## config.mk

```make
export PLATFORM = sky130hd
export DESIGN_NAME = asbl_ctrl
export DESIGN_NICKNAME = d
export VERILOG_FILES = /design/src/common/asbl_pkg.sv /design/src/common/asbl_sync_if.sv /design/src/hw/asbl_ctrl.sv /design/src/hw/asbl_sync.sv
export SDC_FILE = /design/constraint.sdc
export NUM_CORES = 1
export LEC_CHECK = 0
export BUFFER_PORTS_ARGS = -buffer_cell sky130_fd_sc_hd__buf_2
export CORE_MARGIN = 2
export CORE_UTILIZATION = 40
export CTS_BUF_LIST = sky130_fd_sc_hd__clkbuf_8
export DETAILED_ROUTE_END_ITERATION = 8
export HOLD_SLACK_MARGIN = 0.08
export PLACE_DENSITY_LB_ADDON = 0.15
export REMOVE_ABC_BUFFERS = 1
export SYNTH_ARGS = -nofsm -noshare
export SYNTH_HDL_FRONTEND = slang
export SYNTH_SLANG_ARGS = --single-unit
```

## constraint.sdc

```tcl
create_clock -name i_clk -period 2.2 [get_ports i_clk]
set_input_delay 0.44 -clock i_clk [delete_from_list [all_inputs] [get_ports i_clk]]
set_output_delay 0.44 -clock i_clk [all_outputs]
set_load 0.1 [all_outputs]
```

## src/common/asbl_pkg.sv

```systemverilog
// Purpose: Constants for the host-side controller of an asynchronous byte-lane static memory
// Assumes: 200 MHz system clock, 16-bit memory data bus, 20-bit word address
// Notes:   Pin timing figures are kept in ns; cycle counts are derived from them
//
// Summary of operation
// The memory writes only while write strobe, both selects and a byte select are all active.
// A write begins once every control is active and ends when the first of them goes inactive.
// Write data setup and hold are measured from the edge that ends the write.
// With output enable high the memory keeps its data pins undriven.
// Deselecting both selects at once with write strobe high leaves the outputs undriven.
// The controller never drives the data pins while the memory may still be driving them.
// The controller holds the write strobe high through every read cycle.
// The address is valid no later than the select and byte-select activation edges.
// With the memory selected and outputs enabled, new data follows every address change.
// On a read the memory drives only the byte lanes whose selects are active.
// On a write the memory stores only the byte lanes whose selects are active.
// The controller always drives both chip selects to a valid logic level.
// A high low-active select, a low high-active select or both byte selects high mean standby.
// Selected with strobe and output enable high, the memory drives nothing and does no access.
package asbl_pkg;

  localparam int ADDR_W       = 20;
  localparam int DATA_W       = 16;
  localparam int CLK_PERIOD_PS = 5000;

  // Pin timing of the memory, in ns, and the synchroniser depth
  localparam int T_RC_NS   = 45;  // Read cycle and address to data valid
  localparam int T_PWE_NS  = 35;  // Write strobe pulse width
  localparam int T_HZOE_NS = 18;  // Output enable high to pins released
  localparam int SYNC_LAT  = 3;   // Data pin synchroniser depth

  // Least times round up
  localparam int RD_CYC = (T_RC_NS * 1000 + CLK_PERIOD_PS - 1) / CLK_PERIOD_PS + SYNC_LAT;
  localparam int WE_CYC = (T_PWE_NS * 1000 + CLK_PERIOD_PS - 1) / CLK_PERIOD_PS;
  localparam int HZ_CYC = (T_HZOE_NS * 1000 + CLK_PERIOD_PS - 1) / CLK_PERIOD_PS;

  localparam int CNT_W = 4;

  // Reset values of the pins
  localparam logic RST_SEL_N = 1'b1;
  localparam logic RST_SEL   = 1'b0;
  localparam logic RST_WE_N  = 1'b1;
  localparam logic RST_OE_N  = 1'b1;
  localparam logic RST_BS_N  = 1'b1;

  typedef enum logic [2:0] {
    ST_IDLE,
    ST_RD_ACT,
    ST_RD_REL,
    ST_WR_SET,
    ST_WR_PULSE,
    ST_WR_HOLD
  } asbl_state_type;

endpackage : asbl_pkg

```

## src/common/asbl_sync_if.sv

```systemverilog
// Purpose: Carries the raw data pins into the synchroniser and the settled value back
// Assumes: One clock domain on the user side
// Notes:   Raw side is written by the controller, settled side by the synchroniser
interface asbl_sync_if #(parameter int W = 16);
  logic [W-1:0] raw;
  logic [W-1:0] filt;

  modport sync_mp (input raw, output filt);
  modport user_mp (output raw, input filt);
endinterface : asbl_sync_if

```

## src/hw/asbl_ctrl.sv

```systemverilog
// Purpose: Host-side controller that runs single read and write cycles on a byte-lane SRAM
// Assumes: Memory pins are asynchronous; data pins come back through a synchroniser
// Notes:   One access at a time; o_ready marks when a new request can be taken
module asbl_ctrl #(
  parameter int ADDR_W = asbl_pkg::ADDR_W,
  parameter int DATA_W = asbl_pkg::DATA_W
) (
  input  wire logic              i_clk,                  // System clock, 200 MHz
  input  wire logic              i_resetn,               // Synchronous reset, active low
  input  wire logic              i_ce,                   // Clock enable, freezes all state
  input  wire logic              i_req,                  // Access request
  input  wire logic              i_wr,                   // 1 write, 0 read
  input  wire logic [ADDR_W-1:0] i_addr,                 // Word address
  input  wire logic [DATA_W-1:0] i_wdata,                // Write data
  input  wire logic [1:0]        i_be,                   // Byte enables, bit1 upper, high active
  output logic                   o_ready,                // Idle, request may be taken
  output logic                   o_rvalid,               // Read data valid pulse
  output logic [DATA_W-1:0]      o_rdata,                // Read data
  output logic [ADDR_W-1:0]      o_addr,                 // Memory address pins
  output logic                   o_select_active_low,    // Low-active chip select
  output logic                   o_select_active_high,   // High-active chip select
  output logic                   o_we_n,                 // Write strobe, active low
  output logic                   o_oe_n,                 // Output enable, active low
  output logic                   o_upper_byte_select_n,  // Upper lane select, active low
  output logic                   o_lower_byte_select_n,  // Lower lane select, active low
  output logic [DATA_W-1:0]      o_dq,                   // Data pins, driven value
  output logic                   o_dq_oe,                // Data pins, high while driven
  input  wire logic [DATA_W-1:0] i_dq                    // Data pins, sensed value
);

  localparam logic [asbl_pkg::CNT_W-1:0] RD_LAST = asbl_pkg::CNT_W'(asbl_pkg::RD_CYC - 1);
  localparam logic [asbl_pkg::CNT_W-1:0] WE_LAST = asbl_pkg::CNT_W'(asbl_pkg::WE_CYC - 1);
  localparam logic [asbl_pkg::CNT_W-1:0] HZ_LAST = asbl_pkg::CNT_W'(asbl_pkg::HZ_CYC - 1);

  ////////////////////////////////////////////////////////////////////////////////
  // Data pin synchroniser

  asbl_sync_if #(.W(DATA_W)) dq_sif ();

  assign dq_sif.raw = i_dq;

  asbl_sync #(.W(DATA_W)) u_sync (
    .i_clk    (i_clk),
    .i_resetn (i_resetn),
    .i_ce     (i_ce),
    .sif      (dq_sif)
  );

  ////////////////////////////////////////////////////////////////////////////////
  // Sequencer

  asbl_pkg::asbl_state_type  state_ff, nxt_state;
  logic [asbl_pkg::CNT_W-1:0] cnt_ff, nxt_cnt;
  logic                      ready_ff, nxt_ready;
  logic                      rvalid_ff, nxt_rvalid;
  logic [DATA_W-1:0]         rdata_ff, nxt_rdata;
  logic [ADDR_W-1:0]         addr_ff, nxt_addr;
  logic                      sel_n_ff, nxt_sel_n;
  logic                      sel_ff, nxt_sel;
  logic                      we_n_ff, nxt_we_n;
  logic                      oe_n_ff, nxt_oe_n;
  logic                      ubs_n_ff, nxt_ubs_n;
  logic                      lbs_n_ff, nxt_lbs_n;
  logic [DATA_W-1:0]         dq_ff, nxt_dq;
  logic                      dq_oe_ff, nxt_dq_oe;
  logic                      take;

  // A request with no lane enabled would be a standby cycle, so it is not taken
  assign take = i_req && ready_ff && (i_be != 2'h0);

  always_comb begin
    nxt_state  = state_ff;
    nxt_cnt    = cnt_ff;
    nxt_rvalid = 1'b0;
    nxt_rdata  = rdata_ff;
    nxt_addr   = addr_ff;
    nxt_sel_n  = sel_n_ff;
    nxt_sel    = sel_ff;
    nxt_we_n   = we_n_ff;
    nxt_oe_n   = oe_n_ff;
    nxt_ubs_n  = ubs_n_ff;
    nxt_lbs_n  = lbs_n_ff;
    nxt_dq     = dq_ff;
    nxt_dq_oe  = dq_oe_ff;
    case (state_ff)
      asbl_pkg::ST_IDLE: begin
        if (take) begin
          // Address, selects and lanes change on the same edge
          nxt_addr  = i_addr;
          nxt_sel_n = 1'b0;
          nxt_sel   = 1'b1;
          nxt_ubs_n = ~i_be[1];
          nxt_lbs_n = ~i_be[0];
          nxt_we_n  = 1'b1;
          if (i_wr) begin
            // Output enable stays high so the memory cannot drive back
            nxt_oe_n  = 1'b1;
            nxt_dq    = i_wdata;
            nxt_dq_oe = 1'b1;
            nxt_state = asbl_pkg::ST_WR_SET;
          end else begin
            nxt_oe_n  = 1'b0;
            nxt_cnt   = RD_LAST;
            nxt_state = asbl_pkg::ST_RD_ACT;
          end
        end
      end
      asbl_pkg::ST_RD_ACT: begin
        if (cnt_ff == '0) begin
          nxt_rdata  = dq_sif.filt;
          nxt_rvalid = 1'b1;
          nxt_oe_n   = 1'b1;
          nxt_sel_n  = 1'b1;
          nxt_sel    = 1'b0;
          nxt_ubs_n  = 1'b1;
          nxt_lbs_n  = 1'b1;
          nxt_cnt    = HZ_LAST;
          nxt_state  = asbl_pkg::ST_RD_REL;
        end else begin
          nxt_cnt = cnt_ff - 1'b1;
        end
      end
      asbl_pkg::ST_RD_REL: begin
        // Memory may still drive the pins until the release time is over
        if (cnt_ff == '0) begin
          nxt_state = asbl_pkg::ST_IDLE;
        end else begin
          nxt_cnt = cnt_ff - 1'b1;
        end
      end
      asbl_pkg::ST_WR_SET: begin
        // All other controls are active; the strobe falls last and starts the write
        nxt_we_n  = 1'b0;
        nxt_cnt   = WE_LAST;
        nxt_state = asbl_pkg::ST_WR_PULSE;
      end
      asbl_pkg::ST_WR_PULSE: begin
        if (cnt_ff == '0) begin
          // Strobe ends the write; data and selects stay one more cycle
          nxt_we_n  = 1'b1;
          nxt_state = asbl_pkg::ST_WR_HOLD;
        end else begin
          nxt_cnt = cnt_ff - 1'b1;
        end
      end
      asbl_pkg::ST_WR_HOLD: begin
        nxt_dq_oe = 1'b0;
        nxt_sel_n = 1'b1;
        nxt_sel   = 1'b0;
        nxt_ubs_n = 1'b1;
        nxt_lbs_n = 1'b1;
        nxt_state = asbl_pkg::ST_IDLE;
      end
      default: begin
        nxt_state = asbl_pkg::ST_IDLE;
      end
    endcase
    nxt_ready = (nxt_state == asbl_pkg::ST_IDLE);
  end

  always_ff @(posedge i_clk) begin
    if (!i_resetn) begin
      state_ff  <= asbl_pkg::ST_IDLE;
      cnt_ff    <= '0;
      ready_ff  <= 1'b1;
      rvalid_ff <= 1'b0;
      rdata_ff  <= '0;
      addr_ff   <= '0;
      sel_n_ff  <= asbl_pkg::RST_SEL_N;
      sel_ff    <= asbl_pkg::RST_SEL;
      we_n_ff   <= asbl_pkg::RST_WE_N;
      oe_n_ff   <= asbl_pkg::RST_OE_N;
      ubs_n_ff  <= asbl_pkg::RST_BS_N;
      lbs_n_ff  <= asbl_pkg::RST_BS_N;
      dq_ff     <= '0;
      dq_oe_ff  <= 1'b0;
    end else if (i_ce) begin
      state_ff  <= nxt_state;
      cnt_ff    <= nxt_cnt;
      ready_ff  <= nxt_ready;
      rvalid_ff <= nxt_rvalid;
      rdata_ff  <= nxt_rdata;
      addr_ff   <= nxt_addr;
      sel_n_ff  <= nxt_sel_n;
      sel_ff    <= nxt_sel;
      we_n_ff   <= nxt_we_n;
      oe_n_ff   <= nxt_oe_n;
      ubs_n_ff  <= nxt_ubs_n;
      lbs_n_ff  <= nxt_lbs_n;
      dq_ff     <= nxt_dq;
      dq_oe_ff  <= nxt_dq_oe;
    end
  end

  assign o_ready               = ready_ff;
  assign o_rvalid              = rvalid_ff;
  assign o_rdata               = rdata_ff;
  assign o_addr                = addr_ff;
  assign o_select_active_low   = sel_n_ff;
  assign o_select_active_high  = sel_ff;
  assign o_we_n                = we_n_ff;
  assign o_oe_n                = oe_n_ff;
  assign o_upper_byte_select_n = ubs_n_ff;
  assign o_lower_byte_select_n = lbs_n_ff;
  assign o_dq                  = dq_ff;
  assign o_dq_oe               = dq_oe_ff;

  logic wr_active;
  assign wr_active = !sel_n_ff && sel_ff && (!ubs_n_ff || !lbs_n_ff);
endmodule : asbl_ctrl

```

## src/hw/asbl_sync.sv

```systemverilog
// Purpose: Three-stage synchroniser with an agreement filter for the data pins
// Assumes: Input changes asynchronously to i_clk
// Notes:   The first stage feeds only the second; output moves when stages two and three agree
module asbl_sync #(
  parameter int W = 16
) (
  input  wire logic i_clk,     // System clock
  input  wire logic i_resetn,  // Synchronous reset, active low
  input  wire logic i_ce,      // Clock enable
  asbl_sync_if.sync_mp sif     // Raw in, settled out
);

  logic [W-1:0] s1_ff;
  logic [W-1:0] s2_ff;
  logic [W-1:0] s3_ff;
  logic [W-1:0] filt_ff;
  logic [W-1:0] nxt_filt;

  always_comb begin
    // Per bit, so a released lane that keeps moving cannot hold back the driven lanes
    nxt_filt = (s3_ff & ~(s2_ff ^ s3_ff)) | (filt_ff & (s2_ff ^ s3_ff));
  end

  always_ff @(posedge i_clk) begin
    if (!i_resetn) begin
      s1_ff   <= '0;
      s2_ff   <= '0;
      s3_ff   <= '0;
      filt_ff <= '0;
    end else if (i_ce) begin
      s1_ff   <= sif.raw;
      s2_ff   <= s1_ff;
      s3_ff   <= s2_ff;
      filt_ff <= nxt_filt;
    end
  end

  // Settled value leaves before its register to save one cycle of read latency
  assign sif.filt = nxt_filt;

endmodule : asbl_sync

```

==> results.tsv <==
metric	value	unit
Slew HR	0.560	
GR Util met2	0.282	
peak supply drop	0.422	mV
Vias/cell	5.14	
Worst Skew	0.00688	ns
commonest non-fill, non-tap cell in the layout	dfxtp_1	
dpl cell area	0.00627	sq mm
arrival time worst endpoint	2.35	ns
Die W	121	um
pre-CTS setup slack	0.104	ns
Critical Path Start Type	flop	
GR Util All Layers	0.167	
clk root buf	clkbuf_8	
Finished Core Util	0.497	
Post-synth EDFFs	0	
max_cap viols	0	
clock-pin slew on the worst setup and hold paths	0.07	ns
clk_lat worst skew	0.43	ns
Leak	0.00285	uW
Post-DP HPWL	8300	um
final hold vios	0	
num rows	42	
global-route met3 utilization	0.0437	
CP peak stage delay	0.45	ns
final setup vio count	0	
clock sinks	132	
Post-Layout Inst Area	0.00664	sq mm
Final min period	2.01	ns
Finished Layout Cells	888	
core area	0.0133	sq mm
Post-synth top flop	dfxtp_1	
CTS H-tree lvls	4	
most used routing layer	met2	
initial antenna violation count	0	
top post-synthesis cells by area	dfxtp_1, mux2i_1, nor2_1	
post-synthesis area per instance	9.32	sq um
largest net degree at the start of global routing	66	
Die Y	121	um
PD cells	789	mW/mm^2
DR WL/cell	13.7	um
port bufs	119	
most frequent cells in the layout	dfxtp_1, buf_2, nor2_1, mux2i_1, nand2_1	
Bufs on Longest Clock Path	2	
Crit path buffers/inverters	2	
Num CTS Buffers	17	
Cells after DPL	855	
min-delay worst type	input pin to flop	
Final WS setup	0.187	ns
1st-pass router iterations	4	
distinct cell type count after synthesis	52	
critical-path cell list	inv_1 -> ha_1 -> or3b_4 -> nor3_4 -> buf_6 -> nor2_1 -> a311oi_2	
vias in the first global route	4211	
post-synth top area share	0.481	
CTS tree	yes	
Detailed Route Iter0 Violations	368	
WL final	12200	um
Setup crit end kind	flop	
outcome	finished, final reports clean	
Yosys warnings	0	
post-synthesis register bit count	132	
Power, Total	5240	uW
first-pass GRT wire length	19500	um
Yosys top cell by area	dfxtp_1	
Setup Crit Path Kind	flop to flop	
fillers	1315	
die area	0.0147	sq mm
Post-Syn Area	0.00549	sq mm
Antenna Violating Nets Remaining	0	
via count	4561	
GR Overflow Total	0	
GPL Wtd Cong	0.839	
Layout Nets	760	
Area Growth Syn to Fin	20.9	%
Mapped Cells	589	
Critical Path Slowest Stage Cell	or3b_4	
Worst EP required	2.54	ns
unrepaired setup endpoints after global routing	false	
starting density of the core	0.411	
Slew @ Worst Pin	0.657	ns
Inserted Diodes	0	
met1 GRT Util	0.196	
share of cells above drive strength 1	0.257	
# IOs	120	
final period utilization	0.915	
Max FO, Critical Path	14	
Seq/Total Area, Yosys	0.481	
cell family with most CP delay	simple AND/OR/NAND/NOR gates	
FFs w/ async S/R, synth	0	
fmax	497	MHz
Slew Limit Fails	0	
Remaining DRCs	0	
cells by family (layout without fill, tap and decap cells):
| logic type | count (synthesis) | in the layout | share of synthesized area |
|---|---|---|---|
| flip-flops | 132 | 132 | 0.481 |
| multiplexers | 75 | 75 | 0.139 |
| buffers and inverters | 50 | 173 | 0.0426 |
| AND/OR/NAND/NOR | 185 | 185 | 0.147 |
| adder cells (fa/ha/maj) | 2 | 2 | 0.00456 |
| XOR/XNOR | 3 | 3 | 0.00479 |
| AO/OA/AOI/OAI | 142 | 142 | 0.180 |
final cells by class:
cell class,instances,area [sq um],area share
Sequential cell,132,2640,0.398
Multi-Input combinational cell,407,2620,0.394
Timing Repair Buffer,133,782,0.118
Clock buffer,22,303,0.0456
Tap cell,176,220,0.0332
Clock inverter,10,43.8,0.00660
Inverter,8,32.5,0.00490
per-layer routing:
metal	part of all wire	vias to the layer above
li1	-	2298
met5	0	-
met4	0.022	0
met2	0.51	86
met1	0.43	2157
met3	0.040	20
power by group:
part           switching [uW]  total (uW)  internal [uW]
clock                     848        1750            897
combinational             669         944            275
sequential               69.1        2550           2480
metrics by stage:
step / hold WS, ns / setup TNS (ns)
after detailed placement: 0.439 / 0
after global routing: 0.228 / 0
final: 0.246 / 0
after floorplan: 0.460 / -65.59
after global placement: 0.427 / 0
after CTS: 0.210 / 0
state kept, by name (all words and copies together) (netlist names), 3 cells and up:
name / flops
u_sync.s2_ff: 16
u_sync.filt_ff: 16
u_sync.s1_ff: 16
o_dq: 16
o_rdata: 16
u_sync.s3_ff: 16
cnt_ff: 4
o_addr: 20
state_ff: 3
worst paths after layout:
path / slack (ns) / from / depth (start not counted) / endpoint
max: 0.19 / cnt_ff[0] / 7 / o_rdata[15]
min: 0.25 / i_dq[8] / 3 / u_sync.s1_ff[8]
max reg2reg: 0.19 / cnt_ff[0] / 7 / o_rdata[15]
min reg2reg: 0.45 / o_select_active_low / 1 / o_select_active_low
tightest hold or removal path: stages:
cell and delay, ns:
buf_2 0.08, mux2i_1 0.05, nor2_1 0.07
synth_stat cells, drive strengths merged (3+ instances only):
library cell	instances
buf	24
nor3	7
o21a	3
nor3b	4
inv	7
nand2b	3
clkbuf	18
o21ai	42
nor2	90
a311oi	18
mux2i	75
a21oi	40
nand3	17
nand2	54
a21o	18
dfxtp	132
timing repair:
| item | in CTS | in global routing |
|---|---|---|
| setup endpoints to repair | 0 | 6 |
| setup buffers | 0 | 1 |
| gates resized for setup | 0 | 1 |
| hold buffers | 0 | 0 |
Note: power is estimated with default switching activity, not from simulation.
